==> config.mk <==
export PLATFORM = sky130hd
export DESIGN_NAME = gpu_port
export DESIGN_NICKNAME = d
export VERILOG_FILES = /design/src/hw/gpu_carrier.v /design/src/hw/gpu_port.v
export VERILOG_INCLUDE_DIRS = /design/src /design/src/hw
export SDC_FILE = /design/constraint.sdc
export NUM_CORES = 1
export LEC_CHECK = 0
export ABC_AREA = 0
export ABC_CLOCK_PERIOD_IN_PS = 16050
export BUFFER_PORTS_ARGS = -buffer_cell sky130_fd_sc_hd__buf_2
export CORE_ASPECT_RATIO = 0.9
export CORE_MARGIN = 2
export CORE_UTILIZATION = 40
export CTS_CLUSTER_SIZE = 8
export DETAILED_ROUTE_END_ITERATION = 16
export GPL_ROUTABILITY_DRIVEN = 0
export PLACE_DENSITY_LB_ADDON = 0.25
export REMOVE_ABC_BUFFERS = 1
export SYNTH_ARGS = -nofsm -noshare
export SYNTH_HDL_FRONTEND = slang
export SYNTH_SLANG_ARGS = --single-unit
export TNS_END_PERCENT = 20
==> constraint.sdc <==
create_clock -name sys_clk -period 16.05 [get_ports sys_clk]
set_input_delay 2.4075 -clock sys_clk [delete_from_list [all_inputs] [get_ports sys_clk]]
set_output_delay 2.4075 -clock sys_clk [all_outputs]
set_load 0.01 [all_outputs]
==> src/hw/gpu_defines.vh <==
// constants for the port block: register offsets, field positions, reset values, timing
`ifndef GPU_DEFINES_VH
`define GPU_DEFINES_VH

// =========================================================
// register offsets (word index on the register port)
`define GPU_OFS_OUT0 4'h0
`define GPU_OFS_OUT1 4'h1
`define GPU_OFS_OUT2 4'h2
`define GPU_OFS_DIR0 4'h3
`define GPU_OFS_DIR1 4'h4
`define GPU_OFS_DIR2 4'h5
`define GPU_OFS_PULL0 4'h6
`define GPU_OFS_PULL1 4'h7
`define GPU_OFS_PULL2 4'h8
`define GPU_OFS_MODEN 4'h9
`define GPU_OFS_ALT 4'ha
`define GPU_OFS_IN0 4'hb
`define GPU_OFS_IN1 4'hc
`define GPU_OFS_IN2 4'hd

// =========================================================
// reset values
`define GPU_RST_OUT 8'hff
`define GPU_RST_DIR 8'h00
`define GPU_RST_PULL 8'h00
`define GPU_RST_MODEN 8'h00
`define GPU_RST_ALT 8'h00

// =========================================================
// alternate function control bits
`define GPU_ALT_SERIAL 0
`define GPU_ALT_PULSE1 1
`define GPU_ALT_PULSE2 2
`define GPU_ALT_TXD 3

// =========================================================
// pin positions in the flat 20-pin vector (port0 0..7, port1 8..15, port2 16..19)
`define GPU_PIN_SCL 6
`define GPU_PIN_SDA 4
`define GPU_PIN_PULSE1 2
`define GPU_PIN_PULSE2 3
`define GPU_PIN_TXD 9
`define GPU_PIN_RXD 8
`define GPU_PIN_P0_5 5
`define GPU_PIN_P0_7 7
`define GPU_PIN_P1_4 12
`define GPU_PIN_P1_5 13
`define GPU_PIN_P1_6 14

// =========================================================
// modulation enable bit positions
`define GPU_MOD_P0_2 0
`define GPU_MOD_P0_3 1
`define GPU_MOD_P0_5 2
`define GPU_MOD_P0_7 3
`define GPU_MOD_P1_1 4
`define GPU_MOD_P1_4 5
`define GPU_MOD_P1_5 6
`define GPU_MOD_P1_6 7

// =========================================================
// timing
`define GPU_CLK_HZ 10000000
`define GPU_CARRIER_HZ 38000

`endif

==> src/hw/gpu_carrier.v <==
// carrier square wave generator from a half-period enable divider
`timescale 1ns/1ps

module gpu_carrier #(
    parameter HALF_CNT = 131
) (
    // clock and reset
    input wire sys_clk,
    input wire rst_sync_n,
    // carrier out
    output reg carrier_reg
);

    reg [7:0] div_reg;
    wire half_tick;

    // =========================================================
    // divider
    // one-cycle enable at each half period
    assign half_tick = (div_reg == HALF_CNT[7:0] - 8'h01);

    always @(posedge sys_clk or negedge rst_sync_n) begin
        if (!rst_sync_n) begin
            div_reg <= 8'h00;
        end else if (half_tick) begin
            div_reg <= 8'h00;
        end else begin
            div_reg <= div_reg + 8'h01;
        end
    end

    // =========================================================
    // square wave
    always @(posedge sys_clk or negedge rst_sync_n) begin
        if (!rst_sync_n) begin
            carrier_reg <= 1'b0;
        end else if (half_tick) begin
            carrier_reg <= ~carrier_reg;
        end
    end

endmodule

==> src/hw/gpu_port.v <==
// twenty-pin port logic with pull-up control, carrier modulation and pulse outputs
//
// Behaviour
// - twenty pins, six of them (pins 2, 3, 4, 6, 8, 9) also serving an alternate peripheral function
// - each pin's weak pull-up can be disabled on its own by software
// - serial clock and data pins are open-drain while serial enabled and core running
// - in sleep, serial pin pull-ups stay on by default unless software disabled them
// - pull-up map 0 bit 6 disables serial clock pull-up, bit 4 serial data
// - modulated pin output is its port or alternate-function level ORed with the 38 kHz carrier
// - modulation only on port1 bits 4,5,6, transmit pin, port0 bits 7,5,3,2
// - each modulation-capable pin has its own enable bit
// - energy pulse outputs idle high and pulse low
`timescale 1ns/1ps
`include "gpu_defines.vh"

module gpu_port #(
    parameter NPINS = 20,
    parameter CLK_HZ = `GPU_CLK_HZ,
    parameter CARRIER_HZ = `GPU_CARRIER_HZ
) (
    // clock and reset
    input wire sys_clk,
    input wire rst_n,
    // register port
    input wire [3:0] reg_addr,
    input wire [7:0] reg_wdata,
    input wire reg_wr,
    input wire reg_rd,
    output reg [7:0] reg_rdata,
    // core state
    input wire core_sleep,
    // alternate function sources
    input wire serial_scl_low,
    input wire serial_sda_low,
    input wire energy_pulse_1,
    input wire energy_pulse_2,
    input wire uart_txd,
    // alternate function sinks
    output wire serial_scl_in,
    output wire serial_data_pin_in,
    output wire uart_rxd,
    output wire energy_pulse_out_1,
    output wire energy_pulse_out_2,
    // pads
    input wire [NPINS-1:0] pad_in,
    output reg [NPINS-1:0] pad_out,
    output reg [NPINS-1:0] pad_oe,
    output reg [NPINS-1:0] pad_pullup_en
);

    localparam HALF_CNT = CLK_HZ / (2 * CARRIER_HZ);
    // reset values held at full width so the narrow registers take a slice on purpose
    localparam [7:0] RST_OUT = `GPU_RST_OUT;
    localparam [7:0] RST_DIR = `GPU_RST_DIR;
    localparam [7:0] RST_PULL = `GPU_RST_PULL;
    localparam [7:0] RST_ALT = `GPU_RST_ALT;

    reg rst_meta_reg;
    reg rst_sync_reg;
    wire rst_sync_n;
    reg [NPINS-1:0] in_meta_reg;
    reg [NPINS-1:0] in_sync_reg;
    reg [7:0] out0_reg;
    reg [7:0] out1_reg;
    reg [3:0] out2_reg;
    reg [7:0] dir0_reg;
    reg [7:0] dir1_reg;
    reg [3:0] dir2_reg;
    reg [7:0] pullup_map_reg_0;
    reg [7:0] pullup_map_reg_1;
    reg [3:0] pullup_map_reg_2;
    reg [7:0] mod_en_reg;
    reg [3:0] alt_reg;
    reg [7:0] rdata_next;
    reg [NPINS-1:0] out_next;
    reg [NPINS-1:0] oe_next;
    reg [NPINS-1:0] mod_vec;
    wire carrier;
    wire [NPINS-1:0] data_vec;
    wire [NPINS-1:0] dir_vec;
    wire [NPINS-1:0] pull_dis_vec;
    wire serial_run;

    // upper nibble of the narrow registers always reads as zero
    function [7:0] zext4;
        input [3:0] v;
        begin
            zext4 = {4'h0, v};
        end
    endfunction

    // =========================================================
    // reset release
    always @(posedge sys_clk or negedge rst_n) begin
        if (!rst_n) begin
            rst_meta_reg <= 1'b0;
            rst_sync_reg <= 1'b0;
        end else begin
            rst_meta_reg <= 1'b1;
            rst_sync_reg <= rst_meta_reg;
        end
    end

    assign rst_sync_n = rst_sync_reg;

    // =========================================================
    // pad input synchroniser
    always @(posedge sys_clk or negedge rst_sync_n) begin
        if (!rst_sync_n) begin
            in_meta_reg <= {NPINS{1'b1}};
            in_sync_reg <= {NPINS{1'b1}};
        end else begin
            in_meta_reg <= pad_in;
            in_sync_reg <= in_meta_reg;
        end
    end

    assign serial_scl_in = in_sync_reg[`GPU_PIN_SCL];
    assign serial_data_pin_in = in_sync_reg[`GPU_PIN_SDA];
    assign uart_rxd = in_sync_reg[`GPU_PIN_RXD];

    // =========================================================
    // register writes
    // settings only change on writes, so sleep keeps them
    always @(posedge sys_clk or negedge rst_sync_n) begin
        if (!rst_sync_n) begin
            out0_reg <= `GPU_RST_OUT;
            out1_reg <= `GPU_RST_OUT;
            out2_reg <= RST_OUT[3:0];
            dir0_reg <= `GPU_RST_DIR;
            dir1_reg <= `GPU_RST_DIR;
            dir2_reg <= RST_DIR[3:0];
            pullup_map_reg_0 <= `GPU_RST_PULL;
            pullup_map_reg_1 <= `GPU_RST_PULL;
            pullup_map_reg_2 <= RST_PULL[3:0];
            mod_en_reg <= `GPU_RST_MODEN;
            alt_reg <= RST_ALT[3:0];
        end else if (reg_wr) begin
            case (reg_addr)
                `GPU_OFS_OUT0: out0_reg <= reg_wdata;
                `GPU_OFS_OUT1: out1_reg <= reg_wdata;
                `GPU_OFS_OUT2: out2_reg <= reg_wdata[3:0];
                `GPU_OFS_DIR0: dir0_reg <= reg_wdata;
                `GPU_OFS_DIR1: dir1_reg <= reg_wdata;
                `GPU_OFS_DIR2: dir2_reg <= reg_wdata[3:0];
                `GPU_OFS_PULL0: pullup_map_reg_0 <= reg_wdata;
                `GPU_OFS_PULL1: pullup_map_reg_1 <= reg_wdata;
                `GPU_OFS_PULL2: pullup_map_reg_2 <= reg_wdata[3:0];
                `GPU_OFS_MODEN: mod_en_reg <= reg_wdata;
                `GPU_OFS_ALT: alt_reg <= reg_wdata[3:0];
                default: ;
            endcase
        end
    end

    // =========================================================
    // register reads
    always @* begin
        rdata_next = 8'h00;
        case (reg_addr)
            `GPU_OFS_OUT0: rdata_next = out0_reg;
            `GPU_OFS_OUT1: rdata_next = out1_reg;
            `GPU_OFS_OUT2: rdata_next = zext4(out2_reg);
            `GPU_OFS_DIR0: rdata_next = dir0_reg;
            `GPU_OFS_DIR1: rdata_next = dir1_reg;
            `GPU_OFS_DIR2: rdata_next = zext4(dir2_reg);
            `GPU_OFS_PULL0: rdata_next = pullup_map_reg_0;
            `GPU_OFS_PULL1: rdata_next = pullup_map_reg_1;
            `GPU_OFS_PULL2: rdata_next = zext4(pullup_map_reg_2);
            `GPU_OFS_MODEN: rdata_next = mod_en_reg;
            `GPU_OFS_ALT: rdata_next = zext4(alt_reg);
            `GPU_OFS_IN0: rdata_next = in_sync_reg[7:0];
            `GPU_OFS_IN1: rdata_next = in_sync_reg[15:8];
            `GPU_OFS_IN2: rdata_next = zext4(in_sync_reg[19:16]);
            default: rdata_next = 8'h00;
        endcase
    end

    // data valid only in the cycle after the read strobe
    always @(posedge sys_clk or negedge rst_sync_n) begin
        if (!rst_sync_n) begin
            reg_rdata <= 8'h00;
        end else if (reg_rd) begin
            reg_rdata <= rdata_next;
        end else begin
            reg_rdata <= 8'h00;
        end
    end

    // =========================================================
    // carrier source
    gpu_carrier #(
        .HALF_CNT(HALF_CNT)
    ) u_carrier (
        .sys_clk(sys_clk),
        .rst_sync_n(rst_sync_n),
        .carrier_reg(carrier)
    );

    // =========================================================
    // pin output logic
    assign data_vec = {out2_reg, out1_reg, out0_reg};
    assign dir_vec = {dir2_reg, dir1_reg, dir0_reg};
    assign pull_dis_vec = {pullup_map_reg_2, pullup_map_reg_1, pullup_map_reg_0};
    // the serial peripheral stops with the core, so it drives nothing in sleep
    assign serial_run = alt_reg[`GPU_ALT_SERIAL] & ~core_sleep;

    // only the listed pins can take the carrier
    always @* begin
        mod_vec = {NPINS{1'b0}};
        mod_vec[`GPU_PIN_PULSE1] = mod_en_reg[`GPU_MOD_P0_2];
        mod_vec[`GPU_PIN_PULSE2] = mod_en_reg[`GPU_MOD_P0_3];
        mod_vec[`GPU_PIN_P0_5] = mod_en_reg[`GPU_MOD_P0_5];
        mod_vec[`GPU_PIN_P0_7] = mod_en_reg[`GPU_MOD_P0_7];
        mod_vec[`GPU_PIN_TXD] = mod_en_reg[`GPU_MOD_P1_1];
        mod_vec[`GPU_PIN_P1_4] = mod_en_reg[`GPU_MOD_P1_4];
        mod_vec[`GPU_PIN_P1_5] = mod_en_reg[`GPU_MOD_P1_5];
        mod_vec[`GPU_PIN_P1_6] = mod_en_reg[`GPU_MOD_P1_6];
    end

    always @* begin
        out_next = data_vec;
        oe_next = dir_vec;
        if (alt_reg[`GPU_ALT_SERIAL]) begin
            out_next[`GPU_PIN_SCL] = 1'b0;
            out_next[`GPU_PIN_SDA] = 1'b0;
            oe_next[`GPU_PIN_SCL] = serial_run & serial_scl_low;
            oe_next[`GPU_PIN_SDA] = serial_run & serial_sda_low;
        end
        if (alt_reg[`GPU_ALT_PULSE1]) begin
            out_next[`GPU_PIN_PULSE1] = ~energy_pulse_1;
            oe_next[`GPU_PIN_PULSE1] = 1'b1;
        end
        if (alt_reg[`GPU_ALT_PULSE2]) begin
            out_next[`GPU_PIN_PULSE2] = ~energy_pulse_2;
            oe_next[`GPU_PIN_PULSE2] = 1'b1;
        end
        if (alt_reg[`GPU_ALT_TXD]) begin
            out_next[`GPU_PIN_TXD] = uart_txd;
            oe_next[`GPU_PIN_TXD] = 1'b1;
        end
        out_next = out_next | (mod_vec & {NPINS{carrier}});
    end

    // registered pads; one cycle of latency from any source
    always @(posedge sys_clk or negedge rst_sync_n) begin
        if (!rst_sync_n) begin
            pad_out <= {NPINS{1'b1}};
            pad_oe <= {NPINS{1'b0}};
            pad_pullup_en <= {NPINS{1'b1}};
        end else begin
            pad_out <= out_next;
            pad_oe <= oe_next;
            // map 0 bits 6 and 4 switch off the serial pull-ups
            pad_pullup_en <= ~pull_dis_vec;
        end
    end

    // the low-going pulses as seen at the pins
    assign energy_pulse_out_1 = pad_out[`GPU_PIN_PULSE1];
    assign energy_pulse_out_2 = pad_out[`GPU_PIN_PULSE2];

endmodule

### Yosys cells after proc, flatten, opt, wreduce, memory -nomap -nowiden

Cells that the tools add are included.
W data, S select, Z words.

| storage, ports and cells | value |
|---|---|
| flip-flop bits (word level) | 191 |
| input port bits | 42 |
| output and inout port bits | 73 |
| word-level logic and storage cells | 71 |

| operators by class | value |
|---|---|
| add/sub/neg operators | 1 |
| eq/ne operators | 14 |
| muxes and demuxes | 13 |
| bitwise gates (word level) | 10 |
| reductions and logical operators | 12 |

Operators with widths:

| cell | count |
|---|---|
| $pmux W8 S14 | 1 |
| $eq A4 B4 Y1 const B | 6 |
| $reduce_and A2 Y1 | 11 |
| $and A15 B20 Y20 | 1 |
| $not A20 Y20 | 1 |
| $or A20 B20 Y20 | 1 |
| $eq A4 B3 Y1 const B | 4 |
| $mux W8 | 2 |
| $mux W1 | 10 |
| $add A8 B1 Y8 const B | 1 |
| $eq A4 B2 Y1 const B | 2 |
| $eq A8 B8 Y1 const B | 1 |
| $eq A4 B1 Y1 const B | 1 |
| $logic_not A4 Y1 | 1 |
| $not A1 Y1 | 4 |
| $and A1 B1 Y1 | 3 |

### Logic depth before layout (Yosys ltp)

| depth | value |
|---|---|
| depth after elaboration | 4 |
| gate-level depth with buffers | 7 |
| depth with buffers taken out | 5 |

### Modules after synthesis

A second synthesis with hierarchy kept.

| unflattened totals | value |
|---|---|
| cell total of the unflattened synthesis | 510 |
| area total of the unflattened synthesis | 7287.0 um^2 |

Modules (own cells, without submodules):

| module | instances | cells each | area each (um^2) | seq. area each (um^2) |
|---|---|---|---|---|
| gpu_port | 1 | 476 | 6865.3 | 4679.5 |
| gpu_carrier | 1 | 34 | 421.7 | 225.2 |

### Worst setup path before layout

Ideal clock, no wire load.

| path | value |
|---|---|
| path kind | input to register |
| from | in reg_addr[0] |
| to | reg pullup_map_reg_2[0] |
| library setup time | 0.125 ns |
| arrival | 3.525 ns |
| required time | 15.925 ns |
| path slack | 12.401 ns |
| stages on the path | 5 |
| buffers on the path | 2 |
| cell sequence | buf_2 -> or2_0 -> clkbuf_1 -> nor2_1 -> mux2_2 |

| between the ends | value |
|---|---|
| word-level cells in the longest chain between the ends | 2 |

Ends and longest elaborated chain:

| item | line | RTL |
|---|---|---|
| start, declared | gpu_port.v:25 | `input wire [3:0] reg_addr,` |
| $eq A4 B4 Y1 | gpu_port.v:139 | `case (reg_addr)` |
| $reduce_and A2 Y1 (no line) | - |  |
| end signal, assigned | gpu_port.v:135 | `pullup_map_reg_2 <= RST_PULL[3:0];` |
| end signal, assigned | gpu_port.v:148 | `` `GPU_OFS_PULL2: pullup_map_reg_2 <= reg_wdata[3:0]; `` |
| end, declared | gpu_port.v:71 | `reg [3:0] pullup_map_reg_2;` |

Every way passes these cells.
A chain may end at the register's enable or synchronous reset.

### Final worst setup path

| path | value |
|---|---|
| from | in reg_addr[3] |
| to | reg pullup_map_reg_2[0] |

Same word-level chain as after synthesis.

==> out/qor.yml <==
ctsRootBufferMaster: "clkbuf_16"
post_drt_via_cell_ratio: 5.097
first_pass_iters: 5
cts_buffer_depth: 2
place_ws_ns: 11.50
totalWireLength_mm: 16.80
diodes: 0
leakage_nw: 3.785
place_inst: 827
nNetsFinal: 650
tritoncts: "built"
rsz0062_at_grt: "no"
io_buffer_count: 114
status: "finished, final reports clean"
switching_power_w: 0.0003339
fin_setup_tns_ns: 0
io_pins: 115
yosys-top-cells-count: "dfstp_2, dfrtp_1, mux2_2"
p_per_area_nw_per_um2: 145.9
required_ns: 16.37
synth_warnings: 0
crit_arrival_ns: 4.45
hpwlAfterDp_mm: 11.57
setup-violations-final: 0
ys_ff_latch: 191
drive_gt1_frac: 0.5590
synth-seq-area-share: 0.6764
antenna_found_initial: 0
antenna_left: 0
setup_ws_ns: 11.92
overflow: 0
yosysTopAreaCell: "dfstp_2"
insertion_delay_ns: 0.44
cts_buffers: 17
min_path_type: "flop to flop"
worstRegToRegCells: 1
slew_violations: 0
coreArea_sq_um: 17670
grt_pass1_wl_mm: 26.57
slew_headroom: 0.4225
total_power_w: 0.001252
fin_crit_sh: 0.2575
die_w_um: 145.9
grt_usage: 0.1815
clock_skew_ns: 0.007644
synth_area_leaders: "dfstp_2, dfrtp_1, mux2_2"
rows: 46
whs_ns: 0.3549
synth_cell_types: 56
p_sw_frac: 0.2666
max_freq_mhz: 242.0
finalNonFillerCells: 859
synth-edff-count: 0
worst_pin_slew_ns: 0.8662
path_clk_slew_ns: 0.07
path_class: "input port to flop"
p_comb_frac: 0.139
internal_power_w: 0.0009185
area_growth_pct: 18.36
fin_crit_ns: 4.132
die_h_um: 131.7
avgSynthCellArea_sq_um: 14.65
grt_pass1_vias: 4667
p_seq_frac: 0.521
ys.flop_type: "dfstp_2"
crit_fanout: 32
fp.dieArea_sq_um: 19220
synth_most_common_cell: "dfstp_2"
hold_buffers: 0
start_kind: "input port"
cts.sinks: 191
synthCells: 495
vias: 4378
drc: 0
yosys.area.top_type_share: 0.3624
start_util: 0.4104
h-tree-depth: 4
critPathCaptureType: "flop"
min_path_cells: 0
maxCapViolCount: 0
cts_setup_buffers: 0
grt_max_degree: 75
syn_area_sq_um: 7251
max-vdd-ir-drop_mv: 0.07280
clkPwrFrac: 0.340
cts_resized: 0
routedWlPerCell_um: 19.56
async_reset_ff_frac: 1.000
hold_viol_final: 0
drtIter0Drc: 346
per-stage QoR:
stage                     utilization  cell area [sq um]
after floorplan                     -               7096
after global placement         0.4519               7985
after detailed placement       0.4519               7985
after CTS                      0.4857               8582
after global routing           0.4857               8582
final                          0.4857               8582
layout by cell type (no fill, tap or decap), types with 5 or more instances in the layout:
master     netlist  final
a21o_1           5      5
a21oi_1          8      8
a22oi_1         12     12
and3_1           7      7
buf_2            7    114
clkbuf_16        0     17
dfrtp_1         91     90
dfstp_2        100    100
inv_1           25     25
mux2_2          76     76
nand2_1         21     21
nand3_1         15     15
nor2_1          11     11
nor2b_1         11     11
o21ai_0          9      9
layout make-up:
type                    instances  area (sq um)
clock buffers                  18         439.2
repair buffers                116         585.6
well taps                     240         300.3
flip-flops and latches        191          4908
fillers                      1564          9087
clock inverters                14         157.7
inverters                      25         93.84
multi-input cells             255          2097
critical path, cell delays in order:
cell	delay, ns
buf_2	0.53
nor2b_1	0.57
nand2_1	0.22
nor2_1	0.32
mux2_2	0.39
power groups by stage:
stage / Sequential, W / Combinational [W] / Clock, W
global route: 0.000663 / 0.000189 / 0.000460
global placement: 0.000659 / 0.000173 / 0
CTS: 0.000653 / 0.000177 / 0.000437
detailed placement: 0.000660 / 0.000176 / 0
floorplan: 0.000667 / 0.0000760 / 0
finish: 0.000652 / 0.000174 / 0.000426
per-layer routing:
layer / GRT usage / part of all wire / vias up
met3: 0.04757 / 0.060 / 27
met1: 0.2476 / 0.45 / 2248
li1: - / - / 1948
met5: 0 / 0 / -
met4: 0.06808 / 0.019 / 0
met2: 0.2804 / 0.47 / 155
worst paths after layout:
check	start	end	slack, ns
max	reg_addr[3]	pullup_map_reg_2[0]$_DFFE_PN0P_	11.92
max in group asynchronous	rst_n	rst_sync_n$_DFF_PN0_	14.21
max reg2reg	rst_sync_n$_DFF_PN0_	dir0_reg[2]$_DFFE_PN0P_	14.35
min in group asynchronous	rst_sync_n$_DFF_PN0_	reg_rdata[3]$_DFF_PN0_	0.36
min reg2reg	in_meta_reg[7]$_DFF_PN1_	in_sync_reg[7]$_DFF_PN1_	0.35
min	in_meta_reg[7]$_DFF_PN1_	in_sync_reg[7]$_DFF_PN1_	0.35
logic make-up (layout without fill, tap and decap cells):
group / Yosys count / after routing / share of synthesized area
XOR/XNOR: 7 / 7 / 0.008456
AND/OR/NAND/NOR: 100 / 100 / 0.07835
flip-flops: 191 / 191 / 0.6764
buffers and inverters: 49 / 173 / 0.03434
adder cells (fa/ha/maj): 2 / 2 / 0.003451
AO/OA/AOI/OAI: 61 / 61 / 0.06178
multiplexers: 84 / 84 / 0.1367
other: 1 / 1 / 0.0005172
No activity file was read; power rests on OpenSTA's default activity.
